**src/rtl/pbc_pkg.sv**
```systemverilog
// Package of constants for the port B / port C alternate function override block.
// Behaviour
// - Serial interface enabled as slave forces the MOSI pin to input.
// - Serial interface enabled as master lets MOSI direction follow its direction bit.
// - Serial interface enabled as slave forces the SCK pin to input.
// - Serial interface enabled as master lets SCK direction follow its direction bit.
// - Serial interface enabled as slave forces the SS pin to input.
// - As slave the serial interface is active only while SS is held low.
// - As master SS direction follows its bit and SS value is never overridden.
// - A forced input keeps its pull-up from the output latch, gated by pull-up disable.
// - MISO carries slave output data and its input feeds the master receive path.
// - MOSI carries master output data and its input feeds the slave receive path.
// - Upper port B pins take compare outputs as value only, when that compare is enabled.
// - Legacy mode removes timer1 compare C, so the top pin carries only timer2.
// - Legacy mode makes every port C pin an output.
// - Port C pins carry external address bits 15 down to 8, highest to highest.
// - Port C pins 7 to 4 become address when enabled and mask is below 1..4.
// - Port C pins 3,2 use mask below 5,6; pins 1,0 use mask below 7.
// - Legacy mode treats the high-address mask as zero.
// - Serial interface enabled as master forces the MISO pin to input.
package pbc_pkg;
  localparam int PORT_W = 8;
  localparam int MASK_W = 3;
  localparam int WB_AW = 8;
  localparam int WB_DW = 32;

  // Register byte addresses.
  localparam logic [WB_AW-1:0] REG_PB_LATCH = 8'h00;
  localparam logic [WB_AW-1:0] REG_PB_DIR = 8'h04;
  localparam logic [WB_AW-1:0] REG_PC_LATCH = 8'h08;
  localparam logic [WB_AW-1:0] REG_PC_DIR = 8'h0C;
  localparam logic [WB_AW-1:0] REG_CTRL = 8'h10;
  localparam logic [WB_AW-1:0] REG_PB_PINS = 8'h14;
  localparam logic [WB_AW-1:0] REG_PC_PINS = 8'h18;
  localparam logic [WB_AW-1:0] REG_DIR_STATE = 8'h1C;

  // Control register fields.
  localparam int CTL_SERIAL_EN = 0;
  localparam int CTL_MASTER = 1;
  localparam int CTL_EXT_MEM_EN = 2;
  localparam int CTL_MASK_LSB = 3;
  localparam int CTL_PUD = 6;
  localparam int CTL_W = 7;

  localparam logic [PORT_W-1:0] RST_PORT = 8'h00;
  localparam logic [CTL_W-1:0] RST_CTRL = 7'h00;

  // Port B pin positions.
  localparam int PB_SS = 0;
  localparam int PB_SCK = 1;
  localparam int PB_MOSI = 2;
  localparam int PB_MISO = 3;
  localparam int PB_OC0 = 4;
  localparam int PB_TIMER1_COMPARE_A_OUT = 5;
  localparam int PB_TIMER1_COMPARE_B_OUT = 6;
  localparam int PB_OC2 = 7;

  // Per port C pin, the mask value below which the pin carries address; pin 7 is the top nibble.
  localparam logic [4*PORT_W-1:0] MASK_LIMITS = 32'h1234_5677;
endpackage

```
**src/rtl/pbc_pin_resolve.sv**
```systemverilog
// One pin's override resolver: merges port settings with peripheral overrides.
`timescale 1ns/1ps
module pbc_pin_resolve (
  input wire logic latch_i,
  input wire logic dir_i,
  input wire logic pud_i,
  input wire logic pullup_override_enable_i,
  input wire logic pullup_override_value_i,
  input wire logic direction_override_enable_i,
  input wire logic direction_override_value_i,
  input wire logic output_value_override_enable_i,
  input wire logic output_value_override_value_i,
  output logic pullup_o,
  output logic drive_o,
  output logic value_o
);
  wire plain_pullup = latch_i & ~dir_i & ~pud_i;

  // Each override selects independently of the other two.
  assign pullup_o = pullup_override_enable_i ? pullup_override_value_i : plain_pullup;
  assign drive_o = direction_override_enable_i ? direction_override_value_i : dir_i;
  assign value_o = output_value_override_enable_i ? output_value_override_value_i : latch_i;
endmodule

```
**src/rtl/pbc_port_override.sv**
```systemverilog
// Port B and port C alternate function override with a classic Wishbone register slave.
//
// Local design decisions: the register offsets and the Wishbone register port.
`timescale 1ns/1ps
module pbc_port_override (
  input wire logic clk_i,
  input wire logic rst_i,
  input wire logic wb_cyc_i,
  input wire logic wb_stb_i,
  input wire logic wb_we_i,
  input wire logic [pbc_pkg::WB_AW-1:0] wb_adr_i,
  input wire logic [3:0] wb_sel_i,
  input wire logic [pbc_pkg::WB_DW-1:0] wb_dat_i,
  output logic [pbc_pkg::WB_DW-1:0] wb_dat_o,
  output logic wb_ack_o,
  input wire logic legacy_mode_i,
  input wire logic serial_slave_out_i,
  input wire logic serial_master_out_i,
  input wire logic serial_clock_out_i,
  output logic serial_master_in_o,
  output logic serial_slave_in_o,
  output logic serial_clock_in_o,
  output logic serial_select_n_o,
  output logic serial_slave_active_o,
  input wire logic timer0_compare_en_i,
  input wire logic timer0_compare_out_i,
  input wire logic timer1_compare_a_en_i,
  input wire logic timer1_compare_a_out_i,
  input wire logic timer1_compare_b_en_i,
  input wire logic timer1_compare_b_out_i,
  input wire logic timer1_compare_c_en_i,
  input wire logic timer1_compare_c_out_i,
  input wire logic timer2_compare_en_i,
  input wire logic timer2_compare_out_i,
  input wire logic [pbc_pkg::PORT_W-1:0] ext_mem_addr_hi_i,
  input wire logic [pbc_pkg::PORT_W-1:0] pb_i,
  output logic [pbc_pkg::PORT_W-1:0] pb_o,
  output logic [pbc_pkg::PORT_W-1:0] pb_oe_o,
  output logic [pbc_pkg::PORT_W-1:0] pb_pullup_o,
  input wire logic [pbc_pkg::PORT_W-1:0] pc_i,
  output logic [pbc_pkg::PORT_W-1:0] pc_o,
  output logic [pbc_pkg::PORT_W-1:0] pc_oe_o,
  output logic [pbc_pkg::PORT_W-1:0] pc_pullup_o
);
  import pbc_pkg::*;

  logic [PORT_W-1:0] pb_latch_r;
  logic [PORT_W-1:0] pb_dir_r;
  logic [PORT_W-1:0] pc_latch_r;
  logic [PORT_W-1:0] pc_dir_r;
  logic [CTL_W-1:0] ctrl_r;
  logic [PORT_W-1:0] pb_meta_r;
  logic [PORT_W-1:0] pb_sync_r;
  logic [PORT_W-1:0] pc_meta_r;
  logic [PORT_W-1:0] pc_sync_r;
  logic ack_r;
  logic [WB_DW-1:0] rdata_r;

  // Bus decode.
  wire wb_req = wb_cyc_i & wb_stb_i & ~ack_r;
  wire wb_wr = wb_req & wb_we_i & wb_sel_i[0];
  wire hit_pb_latch = wb_adr_i == REG_PB_LATCH;
  wire hit_pb_dir = wb_adr_i == REG_PB_DIR;
  wire hit_pc_latch = wb_adr_i == REG_PC_LATCH;
  wire hit_pc_dir = wb_adr_i == REG_PC_DIR;
  wire hit_ctrl = wb_adr_i == REG_CTRL;
  wire hit_pb_pins = wb_adr_i == REG_PB_PINS;
  wire hit_pc_pins = wb_adr_i == REG_PC_PINS;
  wire hit_dir_state = wb_adr_i == REG_DIR_STATE;

  // Control fields.
  wire serial_if_enable = ctrl_r[CTL_SERIAL_EN];
  wire master_role_select = ctrl_r[CTL_MASTER];
  wire ext_mem_enable = ctrl_r[CTL_EXT_MEM_EN];
  wire global_pullup_disable = ctrl_r[CTL_PUD];
  wire [MASK_W-1:0] ext_mem_high_mask = ctrl_r[CTL_MASK_LSB +: MASK_W];
  // Legacy mode reads the mask as zero, so every pin follows the memory enable.
  wire [MASK_W-1:0] mask_eff = legacy_mode_i ? '0 : ext_mem_high_mask;
  wire serial_master = serial_if_enable & master_role_select;
  wire serial_slave = serial_if_enable & ~master_role_select;

  // Port B override vectors.
  logic [PORT_W-1:0] pb_pue;
  logic [PORT_W-1:0] pb_puv;
  logic [PORT_W-1:0] pb_dde;
  logic [PORT_W-1:0] pb_pve;
  logic [PORT_W-1:0] pb_pvv;
  logic [PORT_W-1:0] pb_pull_nxt;
  logic [PORT_W-1:0] pb_oe_nxt;
  logic [PORT_W-1:0] pb_o_nxt;

  // Timer1 compare C does not exist in legacy mode; when both top compares run, either drives.
  wire t1c_active = timer1_compare_c_en_i & ~legacy_mode_i;
  wire top_pin_en = timer2_compare_en_i | t1c_active;
  wire top_pin_val = (timer2_compare_en_i & timer2_compare_out_i) |
                     (t1c_active & timer1_compare_c_out_i);

  // The serial pins that the role makes inputs: MISO as master, the other three as slave.
  wire [3:0] serial_forced = {serial_master, serial_slave, serial_slave, serial_slave};

  // Forced inputs keep a pull-up from the latch unless pull-ups are globally off.
  assign pb_pue = {4'h0, serial_forced};
  assign pb_puv = {4'h0, pb_latch_r[3:0] & {4{~global_pullup_disable}}};
  // Direction override value is always input, so only the enable matters.
  assign pb_dde = {4'h0, serial_forced};
  // MISO drives slave data as slave; MOSI and SCK drive as master; SS never takes a value.
  assign pb_pve = {top_pin_en,
                   timer1_compare_b_en_i,
                   timer1_compare_a_en_i,
                   timer0_compare_en_i,
                   serial_slave,
                   serial_master,
                   serial_master,
                   1'b0};
  assign pb_pvv = {top_pin_val,
                   timer1_compare_b_out_i,
                   timer1_compare_a_out_i,
                   timer0_compare_out_i,
                   serial_slave_out_i,
                   serial_master_out_i,
                   serial_clock_out_i,
                   1'b0};

  // Port C: address override per pin against its mask limit.
  logic [PORT_W-1:0] pc_addr_ovr;
  logic [PORT_W-1:0] pc_dde;
  logic [PORT_W-1:0] pc_ddv;
  logic [PORT_W-1:0] pc_pull_nxt;
  logic [PORT_W-1:0] pc_oe_nxt;
  logic [PORT_W-1:0] pc_o_nxt;

  genvar gi;
  generate
    for (gi = 0; gi < PORT_W; gi++) begin : g_pin
      wire [3:0] limit = MASK_LIMITS[4*gi +: 4];
      assign pc_addr_ovr[gi] = ext_mem_enable & ({1'b0, mask_eff} < limit);
      // Legacy mode turns the whole port into outputs, address or not.
      assign pc_dde[gi] = pc_addr_ovr[gi] | legacy_mode_i;
      assign pc_ddv[gi] = 1'b1;

      pbc_pin_resolve u_pb (
        .latch_i(pb_latch_r[gi]),
        .dir_i(pb_dir_r[gi]),
        .pud_i(global_pullup_disable),
        .pullup_override_enable_i(pb_pue[gi]),
        .pullup_override_value_i(pb_puv[gi]),
        .direction_override_enable_i(pb_dde[gi]),
        .direction_override_value_i(1'b0),
        .output_value_override_enable_i(pb_pve[gi]),
        .output_value_override_value_i(pb_pvv[gi]),
        .pullup_o(pb_pull_nxt[gi]),
        .drive_o(pb_oe_nxt[gi]),
        .value_o(pb_o_nxt[gi])
      );

      // Address pins take bit 8+gi of the address, so pin 7 carries the top bit.
      pbc_pin_resolve u_pc (
        .latch_i(pc_latch_r[gi]),
        .dir_i(pc_dir_r[gi]),
        .pud_i(global_pullup_disable),
        .pullup_override_enable_i(pc_dde[gi]),
        .pullup_override_value_i(1'b0),
        .direction_override_enable_i(pc_dde[gi]),
        .direction_override_value_i(pc_ddv[gi]),
        .output_value_override_enable_i(pc_addr_ovr[gi]),
        .output_value_override_value_i(ext_mem_addr_hi_i[gi]),
        .pullup_o(pc_pull_nxt[gi]),
        .drive_o(pc_oe_nxt[gi]),
        .value_o(pc_o_nxt[gi])
      );
    end
  endgenerate

  // Read mux.
  wire [PORT_W-1:0] rd_byte = hit_pb_latch ? pb_latch_r :
                              hit_pb_dir ? pb_dir_r :
                              hit_pc_latch ? pc_latch_r :
                              hit_pc_dir ? pc_dir_r :
                              hit_ctrl ? {1'b0, ctrl_r} :
                              hit_pb_pins ? pb_sync_r :
                              hit_pc_pins ? pc_sync_r : 8'h00;
  wire [WB_DW-1:0] rd_word = hit_dir_state ? {16'h0000, pc_oe_o, pb_oe_o} :
                                             {24'h00_0000, rd_byte};

  always_ff @(posedge clk_i) begin
    if (rst_i) begin
      ack_r <= 1'b0;
      rdata_r <= '0;
    end else begin
      ack_r <= wb_req;
      rdata_r <= wb_req ? rd_word : '0;
    end
  end

  always_ff @(posedge clk_i) begin
    if (rst_i) begin
      pb_latch_r <= RST_PORT;
      pb_dir_r <= RST_PORT;
      pc_latch_r <= RST_PORT;
      pc_dir_r <= RST_PORT;
      ctrl_r <= RST_CTRL;
    end else if (wb_wr) begin
      if (hit_pb_latch) pb_latch_r <= wb_dat_i[PORT_W-1:0];
      if (hit_pb_dir) pb_dir_r <= wb_dat_i[PORT_W-1:0];
      if (hit_pc_latch) pc_latch_r <= wb_dat_i[PORT_W-1:0];
      if (hit_pc_dir) pc_dir_r <= wb_dat_i[PORT_W-1:0];
      if (hit_ctrl) ctrl_r <= wb_dat_i[CTL_W-1:0];
    end
  end

  // Pins are asynchronous to the core, so every input crosses two flops first.
  always_ff @(posedge clk_i) begin
    if (rst_i) begin
      pb_meta_r <= RST_PORT;
      pb_sync_r <= RST_PORT;
      pc_meta_r <= RST_PORT;
      pc_sync_r <= RST_PORT;
    end else begin
      pb_meta_r <= pb_i;
      pb_sync_r <= pb_meta_r;
      pc_meta_r <= pc_i;
      pc_sync_r <= pc_meta_r;
    end
  end

  // Pin drives are registered so the pads never see decode glitches.
  always_ff @(posedge clk_i) begin
    if (rst_i) begin
      pb_o <= RST_PORT;
      pb_oe_o <= RST_PORT;
      pb_pullup_o <= RST_PORT;
      pc_o <= RST_PORT;
      pc_oe_o <= RST_PORT;
      pc_pullup_o <= RST_PORT;
    end else begin
      pb_o <= pb_o_nxt;
      pb_oe_o <= pb_oe_nxt;
      pb_pullup_o <= pb_pull_nxt;
      pc_o <= pc_o_nxt;
      pc_oe_o <= pc_oe_nxt;
      pc_pullup_o <= pc_pull_nxt;
    end
  end

  assign wb_ack_o = ack_r;
  assign wb_dat_o = rdata_r;
  assign serial_master_in_o = pb_sync_r[PB_MISO];
  assign serial_slave_in_o = pb_sync_r[PB_MOSI];
  assign serial_clock_in_o = pb_sync_r[PB_SCK];
  assign serial_select_n_o = pb_sync_r[PB_SS];
  // A slave only takes part while the far master holds select low.
  assign serial_slave_active_o = serial_slave & ~pb_sync_r[PB_SS];
endmodule

```
**config.mk**
```make
export PLATFORM = sky130hd
export DESIGN_NAME = pbc_port_override
export DESIGN_NICKNAME = d
export VERILOG_FILES = /design/src/rtl/pbc_pkg.sv /design/src/rtl/pbc_pin_resolve.sv /design/src/rtl/pbc_port_override.sv
export SDC_FILE = /design/constraint.sdc
export NUM_CORES = 1
export LEC_CHECK = 0
export BUFFER_PORTS_ARGS = -buffer_cell sky130_fd_sc_hd__buf_2
export CORE_AREA = 2 2 110 112
export DETAILED_ROUTE_END_ITERATION = 10
export DIE_AREA = 0 0 112 114
export GPL_ROUTABILITY_DRIVEN = 1
export PLACE_DENSITY = 0.75
export SLEW_MARGIN = 40
export SYNTH_ARGS = -nofsm -noshare
export SYNTH_HDL_FRONTEND = slang
export SYNTH_SLANG_ARGS = --single-unit
```
**constraint.sdc**
```tcl
create_clock -name clk_i -period 1.8 [get_ports clk_i]
set_input_delay 0.36 -clock clk_i [delete_from_list [all_inputs] [get_ports clk_i]]
set_output_delay 0.36 -clock clk_i [all_outputs]
set_load 0.02 [all_outputs]
```
=== Word level (Yosys, flattened, before mapping) ===
Cells that the tools add are included.

* Flip-flop bits (word level): 152
* Bits of input ports: 87
* Output and inout port bits: 86
* Word-level logic and storage cells: 175

* Order comparisons: 7
* Eq/ne operators: 7
* Multiplexer cells: 36
* Bitwise operators: 82
* Reductions and logical operators: 17

{| class="wikitable"
|+ Operator list
! kind !! count
|-
| $mux 8 || 8
|-
| $and 1x1->1 || 49
|-
| $eq 8x5->1 const B || 4
|-
| $mux 1 || 27
|-
| $not 1->1 || 23
|-
| $reduce_or 2->1 || 10
|-
| $eq 8x4->1 const B || 2
|-
| $lt 3x3->1 const B || 4
|-
| $reduce_and 2->1 || 5
|-
| $or 1x1->1 || 9
|-
| $eq 8x3->1 const B || 1
|-
| $logic_not 8->1 || 1
|-
| $lt 3x2->1 const B || 2
|-
| $and 4x4->4 || 1
|-
| $lt 3x1->1 const B || 1
|-
| $mux 3 || 1
|-
| $reduce_or 3->1 || 1
|}

=== Logic depth before layout (Yosys ltp) ===
* Depth after elaboration: 9
* Mapped depth: 7

=== Modules after synthesis ===
Synthesis repeated with hierarchy kept, for this count alone.

* Cell total of the unflattened synthesis: 609
* Area, all modules: 5869.4 µm²

{| class="wikitable"
|+ By module, submodules not included
! module !! times used !! cells each !! area an instance (µm²)
|-
| pbc_port_override || 1 || 513 || 5168.7
|-
| pbc_pin_resolve || 16 || 6 || 43.8
|}

=== Least setup slack after synthesis ===
No wires, ideal clock.

* Path kind: in2reg
* Start point: in wb_adr_i[3] (netlist bit)
* End point: reg ctrl_r[0]
* Library setup time: 0.128 ns
* Data arrival time: 1.831 ns
* Data required time: 1.672 ns
* Slack: -0.158 ns
* Cell stages on the path: 6
* Buffers on the path: 2
* Path through: buf_6 > or4_4 > buf_6 > nor4_4 > mux2i_1 > nor2_1

* Cells in the longest elaborated chain, start to end: 2

{| class="wikitable"
|+ RTL lines
! what !! RTL line !! text
|-
| start: declaration || pbc_port_override.sv:11 || <nowiki>input wire logic [pbc_pkg::WB_AW-1:0] wb_adr_i,</nowiki>
|-
| $eq 8x5->1 || pbc_port_override.sv:66 || <nowiki>wire hit_ctrl = wb_adr_i == REG_CTRL;</nowiki>
|-
| $reduce_and 2->1 (no line) || n/a ||
|-
| end signal: assignment || pbc_port_override.sv:207 || <nowiki>if (hit_ctrl) ctrl_r <= wb_dat_i[CTL_W-1:0];</nowiki>
|-
| end: declaration || pbc_port_override.sv:51 || <nowiki>logic [CTL_W-1:0] ctrl_r;</nowiki>
|}

No other way between the ends.
A chain may end at the register's enable or synchronous reset.

=== Worst setup path in the final report ===
* Start point: reg ack_r, in the netlist wb_ack_o
* End point: reg ctrl_r[6]

* Cells in the longest elaborated chain, start to end: 5

{| class="wikitable"
|+ RTL lines
! what !! RTL line !! text
|-
| start: declaration || pbc_port_override.sv:56 || <nowiki>logic ack_r;</nowiki>
|-
| start signal: assignment || pbc_port_override.sv:190 || <nowiki>ack_r <= wb_req;</nowiki>
|-
| $not 1->1 || pbc_port_override.sv:60 || <nowiki>wire wb_req = wb_cyc_i & wb_stb_i & ~ack_r;</nowiki>
|-
| $and 1x1->1 || pbc_port_override.sv:60 ||
|-
| $and 1x1->1 (2 in a row) || pbc_port_override.sv:61 || <nowiki>wire wb_wr = wb_req & wb_we_i & wb_sel_i[0];</nowiki>
|-
| $reduce_and 2->1 (no line) || n/a ||
|}

No other way between the ends.

==> results.py <==
metrics = {
    "run_status": {
        "status": "completed",
    },
    "layout": {
        "drive_gt1_share_pct": 30.1,
        "nFillCells": 1036,
        "n_antenna_cell": 0,
        "nets": 782,
        "area_growth_pct": 31.3,
        "largest_reg_flops": 16,
    },
    "timing": {
        "slew_violations": 0,
        "maxSlewHeadroom_pct": 60.8,
        "finalHoldViolCount": 0,
        "setup_viol": 0,
        "post-route-period-util_pct": 93.7,
        "post-route-min-period_ps": 1690,
        "skew_ps": 7.88,
        "timing.fmax_ghz": 0.593,
        "holdWs_ps": 149,
        "grt_setup_unrepaired": "no",
        "layout_setup_ws_ps": 113,
        "tightest_slew_ps": 586,
    },
    "yosys": {
        "syn_area_mm2": 0.00514,
        "avgSynthCellArea_um2": 9.61,
        "ys_types": 46,
        "ys_ff_latch": 136,
        "synth_top_area_share_pct": 52.9,
        "ys_seq_area_share_pct": 52.9,
        "synthCells": 535,
        "yosysTopAreaCell": "dfxtp_1",
        "yosys-top-cells-area": "dfxtp_1 (53%), mux2i_1 (10%), nor2_1 (5.9%)",
        "ys_warn_count": 0,
    },
    "clock_network": {
        "clockRootBuffer": "clkbuf_16",
        "cts.htree.levels": 4,
        "cts_made_buffers": 17,
        "insertion_delay_ps": 410,
        "post_cts_resized": 0,
        "cts.sinks": 136,
        "cts_buffer_depth": 2,
        "postCtsSetupBuffers": 0,
        "holdBufCountCts": 0,
        "cts.clk_slew.worst_paths_ps": 60,
        "cts_tree": "done",
    },
    "grt": {
        "grt_pass1_vias": 4230,
        "grt-ovfl-total": 0,
        "grt.total_usage_pct": 21.8,
        "antenna_found_initial": 0,
        "grt_max_degree": 65,
        "grt_pass1_wl_um": 21500,
    },
    "place": {
        "hpwl_um": 10100,
        "place_worst_setup_slack_ps": -196,
        "portBuffers": 129,
        "gp_congestion": 0.975,
    },
    "worst_setup_path": {
        "start_kind": "register",
        "crit_arrival_ps": 1970,
        "crit_type": "reg -> reg",
        "cp-end-kind": "register",
        "cp.required_ps": 2090,
        "critPathMaxFanout": 3,
    },
    "route": {
        "drtIter0Drc": 300,
        "dr.pass1.iters": 5,
        "drtAntennaViolNets": 0,
        "drt-vias-per-instance": 5.10,
        "wire_per_inst_um": 16.0,
        "drc": 0,
        "vias": 4353,
        "wl_um": 13700,
    },
    "die": {
        "die_h_um": 114,
        "core_mm2": 0.0117,
        "die_width_um": 112,
        "die-area_mm2": 0.0128,
        "pin_count": 173,
        "rows": 40,
        "start_util_pct": 43.9,
    },
    "power": {
        "powerDensity_mw_per_mm2": 1050,
        "finalPower_mw": 7.10,
        "ir_drop_v": 0.000545,
        "power_leakage_nw": 3.22,
    },
    "min_path": {
        "holdCritPathClass": "in -> reg",
    },
    "job": {
        "drv_cap": 0,
    },
}
area by class of cell:
cell class	instances	area, um^2	area share, %
timing repair buffer	169	977	14.5
clock inverter	11	173	2.56
sequential	136	2720	40.3
multi-input combinational	362	2220	32.8
inverter	9	33.8	0.500
clock buffer	20	447	6.61
tap	147	184	2.72
cell usage after synthesis (all sizes together):
cell	count
dfxtp	136
nor2	81
mux2i	53
nor2b	46
nand2	30
a21oi	29
buf	22
clkbuf	21
and3	15
o21ai	14
nand3	9
inv	8
nor3	8
a222oi	5
nand2b	5
and2	4
o211ai	4
o21a	4
or2	4
a21o	3
nor3b	3
nor4	3
nor4b	3
o22ai	3
or4	3
a211oi	2
a21boi	2
a221oi	2
a31oi	2
nand4	2
o221ai	2
o41ai	2
a2bb2oi	1
and3b	1
clkinv	1
conb	1
o31ai	1
through the flow:
stage / util, % / instances / area (um^2) / TNS, ps
after floorplan: - / 550 / 5210 / -1650
after global placement: 52.3 / 823 / 6120 / -7180
after detailed placement: 52.3 / 823 / 6120 / -7490
after CTS: 57.5 / 854 / 6740 / 0
after global routing: 57.7 / 854 / 6750 / 0
final: 57.7 / 854 / 6750 / 0
metal layers:
metal,vias to the layer above,track usage [%],wire (um)
met5,-,0,0
met3,28,6.22,891
met1,2020,26.9,6010
met4,0,10.0,359
li1,2118,-,-
met2,187,35.6,6440
layout by cell type, fill, tap and decap left out, types with 4 or more instances in the layout:
| master | instances |
|---|---|
| o211ai_1 | 4 |
| nand3_1 | 7 |
| clkinvlp_4 | 4 |
| bufinv_16 | 4 |
| buf_4 | 38 |
| dfxtp_1 | 136 |
| inv_1 | 8 |
| nor2_1 | 81 |
| or2_2 | 4 |
| nand2b_1 | 5 |
| conb_1 | 16 |
| a222oi_1 | 5 |
| nor2b_1 | 46 |
| nor3_1 | 5 |
| a21oi_1 | 29 |
| clkbuf_16 | 17 |
| and3_1 | 15 |
| o21a_1 | 4 |
| o21ai_0 | 14 |
| buf_2 | 128 |
| nand2_1 | 30 |
| and2_1 | 4 |
| mux2i_1 | 52 |
report_power, final:
part	internal [mW]	switching, mW
clock	2.35	1.26
combinational	0.158	0.255
sequential	3.06	0.0173
worst max-delay path, stage by stage (launching register included):
cell     delay [ps]
dfxtp_1         300
and3b_2         250
nand3_2          80
buf_6           140
nor4_4          310
buf_4           190
mux2i_2         230
nor2_1           60
kinds of logic after synthesis:
group                  count (synthesis)  synth area share, %
DFF                                  136                 52.9
other                                  1               0.0729
and+or+nand+nor                      217                 22.1
buffers and inverters                 52                 5.28
AOI/OAI and AO/OA                     76                 9.29
muxes                                 53                 10.3
final timing paths:
path,startpoint,endpoint,slack (ps),cells past startpoint
setup reg to reg,wb_ack_o$_SDFF_PP0_,ctrl_r[6]$_SDFFE_PP0P_,110,7
hold / removal,pb_i[5],pb_meta_r[5]$_SDFF_PP0_,150,2
hold reg to reg,pc_meta_r[7]$_SDFF_PP0_,pc_sync_r[7]$_SDFF_PP0_,430,1
setup / recovery,wb_ack_o$_SDFF_PP0_,ctrl_r[6]$_SDFFE_PP0P_,110,7
No activity file was read; power rests on OpenSTA's default activity.
